### config.mk
export PLATFORM = sky130hd
export DESIGN_NAME = three_wire_serial_port
export DESIGN_NICKNAME = d
export VERILOG_FILES = /design/src/rtl/three_wire_serial_port_pkg.sv /design/src/rtl/three_wire_serial_port.sv
export VERILOG_INCLUDE_DIRS = /design/src /design/src/rtl
export SDC_FILE = /design/constraint.sdc
export NUM_CORES = 1
export LEC_CHECK = 0
export BUFFER_PORTS_ARGS = -buffer_cell sky130_fd_sc_hd__buf_2
export CORE_UTILIZATION = 39
export CTS_CLUSTER_DIAMETER = 100
export DETAILED_ROUTE_END_ITERATION = 7
export HOLD_SLACK_MARGIN = 0.02
export MAX_ROUTING_LAYER = met4
export PLACE_DENSITY = 0.62
export SYNTH_ARGS = -nofsm -noshare
export SYNTH_HDL_FRONTEND = slang
export SYNTH_SLANG_ARGS = --single-unit
### constraint.sdc
create_clock -name hclk -period 7.1 [get_ports hclk]
set_input_delay 1.065 -clock hclk [delete_from_list [all_inputs] [get_ports hclk]]
set_output_delay 1.065 -clock hclk [all_outputs]
set_load 0.1 [all_outputs]
### src/rtl/three_wire_serial_port_params.svh
// Behaviour
// - Enable bit 7 of the mode register turns on serial transmit and receive.
// - Enabled and idle, a transmit buffer write starts a transfer; it sends as well as receives only in transfer mode 1.
// - Enabled for receive only, a shift register read starts the next reception.
// - Enable at 0 stops the unit; pins fall back to UART or port use.
// - Transfer mode 0 receives only, out pin free; 1 drives the out pin.
// - Master clock pin output mode 0 latch 1; slave input; out pin 0/0; in pin 1.
// - An in pin stays an untouched port pin; an out pin unused by the mode gives the port latch ANDed with the UART transmit input.
`ifndef THREE_WIRE_SERIAL_PORT_PARAMS_SVH
`define THREE_WIRE_SERIAL_PORT_PARAMS_SVH

`define OFS_CLOCK_SELECT 8'h00
`define OFS_OP_MODE 8'h04
`define OFS_TX_BUFFER 8'h08
`define OFS_SHIFT 8'h0c
`define OFS_PORT_MODE 8'h10
`define OFS_PORT_LATCH 8'h14
`define OFS_PIN_LEVEL 8'h18
`define OFS_IRQ_STATUS 8'h1c
`define OFS_IRQ_MASK 8'h20

`define POS_ENABLE 7
`define POS_TRANSFER_MODE 6
`define POS_BIT_ORDER 4
`define POS_BUSY 0
`define POS_CLOCK_PHASE 4
`define CLK_SOURCE_EXTERNAL 3'h7

`define PIN_CLOCK 0
`define PIN_IN 1
`define PIN_OUT 2

`define IRQ_DONE 0
`define IRQ_OVERRUN 1

`define RST_CLOCK_SELECT 8'h00
`define RST_OP_MODE 8'h00
`define RST_PORT_MODE 3'h7
`define RST_PORT_LATCH 3'h0
`define RST_IRQ_MASK 2'h0
`define BITS_PER_BYTE 4'h8

`endif

### src/rtl/three_wire_serial_port_pkg.sv
package three_wire_serial_port_pkg;

	typedef enum logic [1:0] {
		ST_IDLE = 2'b01,
		ST_RUN = 2'b10
	} xfer_state_t;

	typedef struct packed {
		logic [7:0] clock_select;
		logic [7:0] op_mode;
		logic [7:0] tx_last;
		logic [7:0] shreg;
		logic [2:0] port_mode;
		logic [2:0] port_latch;
		logic [1:0] irq_status;
		logic [1:0] irq_mask;
		xfer_state_t st;
		logic [3:0] bitcnt;
		logic [6:0] divcnt;
		logic sck;
		logic sck_prev;
		logic so;
		logic [7:0] addr;
		logic wr;
		logic rd;
		logic rd_wait;
		logic [31:0] rdata;
	} regs_t;

endpackage

### src/rtl/three_wire_serial_port.sv
// Our own choices: the address map and the AHB-Lite interface to the registers.
`timescale 1ns/1ps
`include "three_wire_serial_port_params.svh"

module three_wire_serial_port
	import three_wire_serial_port_pkg::*;
(
	input wire logic hclk,
	input wire logic hresetn,
	input wire logic hsel,
	input wire logic [31:0] haddr,
	input wire logic [1:0] htrans,
	input wire logic hwrite,
	input wire logic [2:0] hsize,
	input wire logic [31:0] hwdata,
	input wire logic hready,
	output logic [31:0] hrdata,
	output logic hreadyout,
	output logic hresp,
	input wire logic serial_clock_pin_i,
	output logic serial_clock_pin_o,
	output logic serial_clock_pin_oe,
	input wire logic serial_in_pin_i,
	output logic serial_in_pin_o,
	output logic serial_in_pin_oe,
	input wire logic serial_out_pin_i,
	output logic serial_out_pin_o,
	output logic serial_out_pin_oe,
	input wire logic uart_transmit_pin,
	output logic uart_receive_pin,
	output logic irq
);

	////////////////////////////////////////////////////////////////////////////
	// helpers

	// bit presented on the out pin for the current shift register contents
	function automatic logic pick_out(input logic [7:0] sr, input logic lsb_first);
		pick_out = lsb_first ? sr[0] : sr[7];
	endfunction

	function automatic logic [7:0] shift_in(input logic [7:0] sr, input logic lsb_first,
			input logic din);
		shift_in = lsb_first ? {din, sr[7:1]} : {sr[6:0], din};
	endfunction

	function automatic logic [31:0] read_value(input regs_t s, input logic [7:0] a,
			input logic [2:0] pins);
		logic [31:0] v;
		v = 32'h0000_0000;
		if (a == `OFS_CLOCK_SELECT) begin
			v[7:0] = s.clock_select;
		end else if (a == `OFS_OP_MODE) begin
			v[7:0] = s.op_mode;
			v[`POS_BUSY] = (s.st == ST_RUN);
		end else if (a == `OFS_TX_BUFFER) begin
			v[7:0] = s.tx_last;
		end else if (a == `OFS_SHIFT) begin
			v[7:0] = s.shreg;
		end else if (a == `OFS_PORT_MODE) begin
			v[2:0] = s.port_mode;
		end else if (a == `OFS_PORT_LATCH) begin
			v[2:0] = s.port_latch;
		end else if (a == `OFS_PIN_LEVEL) begin
			v[2:0] = pins;
		end else if (a == `OFS_IRQ_STATUS) begin
			v[1:0] = s.irq_status;
		end else if (a == `OFS_IRQ_MASK) begin
			v[1:0] = s.irq_mask;
		end
		read_value = v;
	endfunction

	////////////////////////////////////////////////////////////////////////////
	// decoded configuration

	regs_t q;
	regs_t d;

	logic enable;
	logic tx_mode;
	logic lsb_first;
	logic slave;
	logic idle_level;
	logic [6:0] half_m1;
	logic [2:0] pin_levels;

	assign enable = q.op_mode[`POS_ENABLE];
	assign tx_mode = q.op_mode[`POS_TRANSFER_MODE];
	assign lsb_first = q.op_mode[`POS_BIT_ORDER];
	assign slave = (q.clock_select[2:0] == `CLK_SOURCE_EXTERNAL);
	// phase bit 0 keeps the clock idling high, which is also the quiet port level
	assign idle_level = ~q.clock_select[`POS_CLOCK_PHASE];
	// half period of the internal clock is 2^sel cycles of hclk
	assign half_m1 = 7'((8'h01 << q.clock_select[2:0]) - 8'h01);
	assign pin_levels = {serial_out_pin_i, serial_in_pin_i, serial_clock_pin_i};

	////////////////////////////////////////////////////////////////////////////
	// next state

	always_comb begin
		logic addr_ok;
		logic wr_done;
		logic rd_done;
		logic start_tx;
		logic start_rx;
		logic lead;
		logic trail;
		logic [1:0] irq_set;
		logic [1:0] irq_clr;
		d = q;
		addr_ok = hsel && hready && htrans[1];
		wr_done = q.wr;
		rd_done = q.rd && !q.rd_wait;
		start_tx = 1'b0;
		start_rx = 1'b0;
		lead = 1'b0;
		trail = 1'b0;
		irq_set = 2'b00;
		irq_clr = 2'b00;

		// bus address phase; a read takes one wait cycle so that its data come from
		// a flop after any write just before it has landed
		if (q.rd && q.rd_wait) begin
			d.rd_wait = 1'b0;
			d.rdata = read_value(q, q.addr, pin_levels);
		end else begin
			d.wr = addr_ok && hwrite;
			d.rd = addr_ok && !hwrite;
			d.rd_wait = addr_ok && !hwrite;
			if (addr_ok) begin
				d.addr = haddr[7:0];
			end
		end

		// bus writes, committed in the data phase
		if (wr_done) begin
			if (q.addr == `OFS_CLOCK_SELECT) begin
				d.clock_select = hwdata[7:0];
			end else if (q.addr == `OFS_OP_MODE) begin
				d.op_mode = hwdata[7:0] & 8'hd0;
			end else if (q.addr == `OFS_TX_BUFFER) begin
				d.tx_last = hwdata[7:0];
				if (enable && q.st == ST_RUN) begin
					irq_set[`IRQ_OVERRUN] = 1'b1;
				end else if (enable) begin
					start_tx = 1'b1;
				end
			end else if (q.addr == `OFS_PORT_MODE) begin
				d.port_mode = hwdata[2:0];
			end else if (q.addr == `OFS_PORT_LATCH) begin
				d.port_latch = hwdata[2:0];
			end else if (q.addr == `OFS_IRQ_STATUS) begin
				irq_clr = hwdata[1:0];
			end else if (q.addr == `OFS_IRQ_MASK) begin
				d.irq_mask = hwdata[1:0];
			end
		end

		// a completed read of the shift register arms the next reception
		if (rd_done && q.addr == `OFS_SHIFT && enable && !tx_mode && q.st == ST_IDLE) begin
			start_rx = 1'b1;
		end

		// edge detection: master from its own divider, slave from the sampled pin
		if (q.st == ST_RUN) begin
			if (slave) begin
				d.sck_prev = serial_clock_pin_i;
				lead = (q.sck_prev == idle_level) && (serial_clock_pin_i != idle_level);
				trail = (q.sck_prev != idle_level) && (serial_clock_pin_i == idle_level);
			end else if (q.divcnt >= half_m1) begin
				d.divcnt = 7'h00;
				d.sck = ~q.sck;
				lead = (q.sck == idle_level);
				trail = (q.sck != idle_level);
			end else begin
				d.divcnt = q.divcnt + 7'h01;
			end
		end else begin
			d.sck_prev = serial_clock_pin_i;
			d.sck = idle_level;
			d.divcnt = 7'h00;
		end

		case (q.st)
			ST_IDLE: begin
				if (start_tx || start_rx) begin
					d.st = ST_RUN;
					d.bitcnt = 4'h0;
					if (start_tx) begin
						d.shreg = hwdata[7:0];
					end
				end
			end
			ST_RUN: begin
				if (lead) begin
					d.so = pick_out(q.shreg, lsb_first);
				end
				if (trail) begin
					d.shreg = shift_in(q.shreg, lsb_first, serial_in_pin_i);
					d.bitcnt = q.bitcnt + 4'h1;
					if (q.bitcnt + 4'h1 == `BITS_PER_BYTE) begin
						d.st = ST_IDLE;
						irq_set[`IRQ_DONE] = 1'b1;
					end
				end
			end
			default: begin
				d.st = ST_IDLE;
			end
		endcase

		// dropping the enable aborts any transfer at once
		if (!enable) begin
			d.st = ST_IDLE;
			d.bitcnt = 4'h0;
		end

		// an event in the same cycle as its clear still sets the flag
		d.irq_status = (q.irq_status & ~irq_clr) | irq_set;
	end

	always_ff @(posedge hclk or negedge hresetn) begin
		if (!hresetn) begin
			q.clock_select <= `RST_CLOCK_SELECT;
			q.op_mode <= `RST_OP_MODE;
			q.tx_last <= 8'h00;
			q.shreg <= 8'h00;
			q.port_mode <= `RST_PORT_MODE;
			q.port_latch <= `RST_PORT_LATCH;
			q.irq_status <= 2'h0;
			q.irq_mask <= `RST_IRQ_MASK;
			q.st <= ST_IDLE;
			q.bitcnt <= 4'h0;
			q.divcnt <= 7'h00;
			q.sck <= 1'b1;
			q.sck_prev <= 1'b1;
			q.so <= 1'b1;
			q.addr <= 8'h00;
			q.wr <= 1'b0;
			q.rd <= 1'b0;
			q.rd_wait <= 1'b0;
			q.rdata <= 32'h0000_0000;
		end else begin
			q <= d;
		end
	end

	////////////////////////////////////////////////////////////////////////////
	// bus answers and interrupt

	assign hrdata = q.rdata;
	assign hreadyout = !(q.rd && q.rd_wait);
	assign hresp = 1'b0;
	assign irq = |(q.irq_status & q.irq_mask);

	////////////////////////////////////////////////////////////////////////////
	// pin multiplexing
	// port mode 1 means input, so the enable is its inverse; the serial logic only
	// takes the data level and leaves direction to the port registers, so a peer
	// that disagrees on direction shows up as a clash on the wire, not here

	always_comb begin
		// clock pin: master clock gated by the latch, which must hold 1
		serial_clock_pin_oe = ~q.port_mode[`PIN_CLOCK];
		if (enable && !slave) begin
			serial_clock_pin_o = q.sck & q.port_latch[`PIN_CLOCK];
		end else begin
			serial_clock_pin_o = q.port_latch[`PIN_CLOCK];
		end

		// in pin: always a port latch output when set to output; the serial side only listens
		serial_in_pin_oe = ~q.port_mode[`PIN_IN];
		serial_in_pin_o = q.port_latch[`PIN_IN];
		uart_receive_pin = serial_in_pin_i;

		// out pin: serial data merged with a latch that must hold 0
		serial_out_pin_oe = ~q.port_mode[`PIN_OUT];
		if (enable && tx_mode) begin
			serial_out_pin_o = q.so | q.port_latch[`PIN_OUT];
		end else begin
			serial_out_pin_o = q.port_latch[`PIN_OUT] & uart_transmit_pin;
		end
	end

endmodule

== Word-level counts from Yosys, hierarchy flattened ==
Index checks and enable logic that the tools add are counted.
Operators by class
  $lt $le $gt $ge: 1
  reductions and logical operators: 36
  bitwise gates (word level): 19
  shift operators: 1
  mux-type cells: 59
  $add $sub $neg: 3
  eq/ne operators: 28
Operators with widths (number)
  $mux 8: 8
  $eq 8x5->1 const B: 4
  $mux 1: 28
  $mux 2: 11
  $mux 6: 3
  $eq 8x4->1 const B: 2
  $pmux 8 s2: 1
  $logic_and 1x1->1: 15
  $not 1->1: 12
  $mux 3: 3
  $mux 9: 1
  $ne 3x2->1 const B: 3
  $reduce_and 3->1: 3
  $eq 8x3->1 const B: 1
  $eq 8x6->1 const B: 1
  $logic_not 8->1: 1
  $pmux 4 s2: 1
  $reduce_and 2->1: 4
  $reduce_and 4->1: 2
  $reduce_and 8->1: 1
  $add 7x1->7 const B: 1
  $ge 7x7->1: 1
  $mux 7: 1
  $shl 1x3->7 const A: 1
  24 further kinds: 38
Storage, ports and cells
  input port bits: 78
  output and inout port bits: 42
  flip-flop bits (word level): 72
  logic and storage cells: 166

== Depth between registers and ports, before layout ==
  word-level depth: 11
  depth in mapped cells: 13
  depth with buffers taken out: 9

== Least setup slack after synthesis ==
No wires, ideal clock.
  path type: input -> output
  start point: input port uart_transmit_pin
  end point: output port serial_out_pin_o
  cell stages on the path: 2
  path buffers: 0
  data required time: 6.035 ns
  path slack: 3.655 ns
  arrival time: 2.380 ns
  cell sequence: a22oi_1 > nor2_1
On the way
  word-level cells in the longest chain between the ends: 2
Ends and longest elaborated chain
  from (decl): RTL line three_wire_serial_port.sv:29  | input wire logic uart_transmit_pin,
  $and 1x1->1: RTL line three_wire_serial_port.sv:282  | serial_out_pin_o = q.port_latch[`PIN_OUT] & uart_transmit_pin;
  $mux 1: RTL line three_wire_serial_port.sv:279  | if (enable && tx_mode) begin
  to (decl): RTL line three_wire_serial_port.sv:27  | output logic serial_out_pin_o,
No other way between the ends.

== Final worst setup path ==
  start point: register q[94] (netlist name)
  end point: register q[71] (netlist name)
On the way
  word-level cells in the longest chain between the ends: 8
  elaborated cells on any way between the ends: 9
  classes of those cells: add/sub (1); order compare (1); eq/ne (2); shift (1); mux (3); reduce/logical (1)
Ends and longest elaborated chain
  from (decl): RTL line three_wire_serial_port.sv:77  | regs_t q;
  $shl 1x3->7: RTL line three_wire_serial_port.sv:95  | assign half_m1 = 7'((8'h01 << q.clock_select[2:0]) - 8'h01);
  $sub 7x1->7: RTL line three_wire_serial_port.sv:95
  $ge 7x7->1: RTL line three_wire_serial_port.sv:171  | end else if (q.divcnt >= half_m1) begin
  $mux 1: RTL line three_wire_serial_port.sv:171
  $mux 1 *: RTL line three_wire_serial_port.sv:167  | if (slave) begin
  $mux 1 *: RTL line three_wire_serial_port.sv:166  | if (q.st == ST_RUN) begin
  $ne 2x1->1 (no line) *
  $reduce_and 4->1 (no line) *
Every way passes the cells marked *; elsewhere a longest branch is shown, timed or not.
A chain may end at the register's enable or synchronous reset.

==> out/metrics.csv <==
metric,value,unit
status,"finished, final reports clean",
vias in the first global route,3137,
Total GRT Usage,18.8,%
Final Cycle Share,45.9,%
Core Area,0.0105,mm^2
Die Wd,106,um
Reg2Reg Setup Slack,3840,ps
First-pass DRT Iterations,4,
"Setup violations, final",0,
Post-CTS Setup Bufs,0,
Placed Area,0.00441,mm^2
DR DRC count,0,
max-slew violations,0,
share of layout cells above drive strength 1,23.5,%
Net Sw Frac,35.2,%
die height,106,um
ys flop type,dfrtp_1,
clock-pin slew on the worst setup and hold paths,80,ps
worst skew pair latency,350,ps
initial antenna violation count,0,
sequential area share after synthesis,42.5,%
Port-buffer cells,42,
cts repair resizes,0,
Syn-to-layout area delta,8.96,%
CP dominant cell by count,a211oi_4,
Final Hold Vio Count,0,
Ys Warns,0,
Worst Path Arrival,3510,ps
RSZ-0062 raised after global routing,no,
CTS hold repair buffers,0,
"Core Util, Final",44.3,%
"slowest stage cell, crit path",a211oi_4,
routed len/inst,16.2,um
Nets,547,
Post-synth EDFFs,0,
maximum fanout along the worst path,16,
drt first-iter violations,187,
Via density,5.43,
Post-synth top cells,"nand2_1 (70), dfrtp_1 (65), buf_4 (34), nor2_1 (26)",
Diodes inserted,0,
HPWL after DPL,6.96,mm
Synth Area per Inst,9.83,um^2
Critical Path End Type,flip-flop,
CTS root buffer,clkbuf_8,
initial core utilization,40.7,%
Pleak,2.14,nW
P_sw,0.421,mW
peak supply drop,0.116,mV
Overall Power,1.20,mW
first-pass GRT wire length,16.0,mm
placer congestion estimate,0.850,
cell taking the most area after synthesis,dfrtp_1,
Clk network pwr share,32.0,%
Routed WL,9.73,mm
CTS Buf Count,9,
Routed Antenna Nets,0,
pin count of the biggest net entering global routing,73,
ys async rst share,100,%
total gr overflow,0,
worst endpoint required time,7350,ps
H-tree depth,3,
FMAX,307,MHz
final instance area,0.00464,mm^2
Worst path max stage delay,770,ps
FILL cells,1026,
"top cells by area, synth","dfrtp_1 (38%), nand2_1 (6.2%), buf_4 (6.0%)",
most common cell in the synthesized netlist,nand2_1,
maxcap violations,0,
crit path cell chain,"and3_1, inv_4, ha_1, nand4_1, nor2_1, a211oi_4, a211oi_4, nor2_2, a221oi_2",
worst hold-check path type,reg2reg,
die area,0.0113,mm^2
footprint of the multi-input gates,0.00212,mm^2
CTS tree,yes,
hold_ws,481,ps
Power Internal,0.776,mW
Synth cell types,75,
WS Path Type,reg2reg,
Critical Path Start Type,flip-flop,
fin crit period,3260,ps
Sequential Area,0.00181,mm^2
max_slew headroom,38.8,%
post-synth top area share,38.2,%
PwrDens,258,mW/mm^2
vias,3251,
Worst Clk Skew,15.3,ps
TritonCTS Sinks,72,
Gate Count Post-Synth,433,
worst slew pin tran,918,ps
Longest Clk Path Bufs,2,
final setup TNS,0,ps
logic gate share of total power,25.7,%
#FFs+latches synth,72,
Cell Rows,37,
Synth Cell Area,0.00426,mm^2
Seq pwr share,42.3,%
Ports,120,
## metrics by stage
step | std cells | setup slack, ps
floorplan | 457 | 3650
CTS | 599 | 3900
detailed placement | 584 | 3920
global route | 599 | 3610
global placement | 584 | 3990
finish | 599 | 3840
## power groups by stage
stage / sequential [mW] / combinational, mW / clock [mW]
after detailed placement: 0.514 / 0.307 / 0
after CTS: 0.506 / 0.309 / 0.396
final: 0.506 / 0.307 / 0.383
after global routing: 0.514 / 0.332 / 0.411
after global placement: 0.512 / 0.302 / 0
after floorplan: 0.488 / 0.284 / 0
## registers in the layout, summed over array words and instances, names as in the netlist
signal and count:
enable 1, hrdata 8, lsb_first 1, q 61
serial_in_pin_o 1
## area by class of cell
type	instances	area share, %
Timing Repair Buffer	46	5.18
Multi-Input combinational cell	314	45.8
Clock buffer	9	2.67
Tap cell	136	3.67
Sequential cell	72	39.0
Clock inverter	6	2.35
Inverter	16	1.35
## layout by cell type, fill, tap and decap left out, types with 4 or more instances in the layout
cell type / instances
a22o_1: 6
and3_1: 5
mux2_2: 16
buf_4: 4
buf_2: 42
dfrtp_1: 65
nor2_1: 26
nand2_1: 70
nand3_1: 11
nor2b_1: 4
nor3_1: 5
conb_1: 25
clkbuf_8: 9
o21ai_0: 16
a211oi_1: 5
nand4_1: 4
mux2i_1: 15
a21oi_1: 12
dfstp_2: 7
a31oi_1: 4
inv_1: 15
xnor2_1: 4
ha_1: 10
## final timing paths
| check | from | endpoint | depth (start not counted) |
|---|---|---|---|
| setup / recovery | q[94] | q[71] | 9 |
| hold / removal | q[82] | q[82] | 2 |
| setup reg to reg | q[94] | q[71] | 9 |
| hold reg to reg | q[82] | q[82] | 2 |
| max in group asynchronous | hresetn | q[58] | 2 |
| min in group asynchronous | hresetn | q[80] | 2 |
## cells by family (layout without fill, tap and decap cells)
family,count (synthesis),in the layout,share of synthesized area (%)
AOI/OAI and AO/OA,86,86,15.9
xor gates and xnor gates,4,4,0.823
adders and majority gates,10,10,2.94
buffers and inverters,71,77,9.73
DFF,72,72,42.5
muxes,37,37,10.1
other,1,25,0.0881
and+or+nand+nor,152,152,17.8
## metal layers
layer	track usage, %	share of wire [%]	vias to the layer above
li1	-	-	1534
met4	6.07	0.70	0
met5	-	0	-
met1	23.9	46	1630
met3	3.92	4.7	4
met2	30.1	48	83
## worst max-delay path: cells and delay by family (launching register included)
kind	cells	cell delay [ps]
compound gates	3	1240
fa+ha+maj	1	340
buf+inv	1	160
flops	1	510
simple gates	4	920
Note: power is estimated with default switching activity, not from simulation.
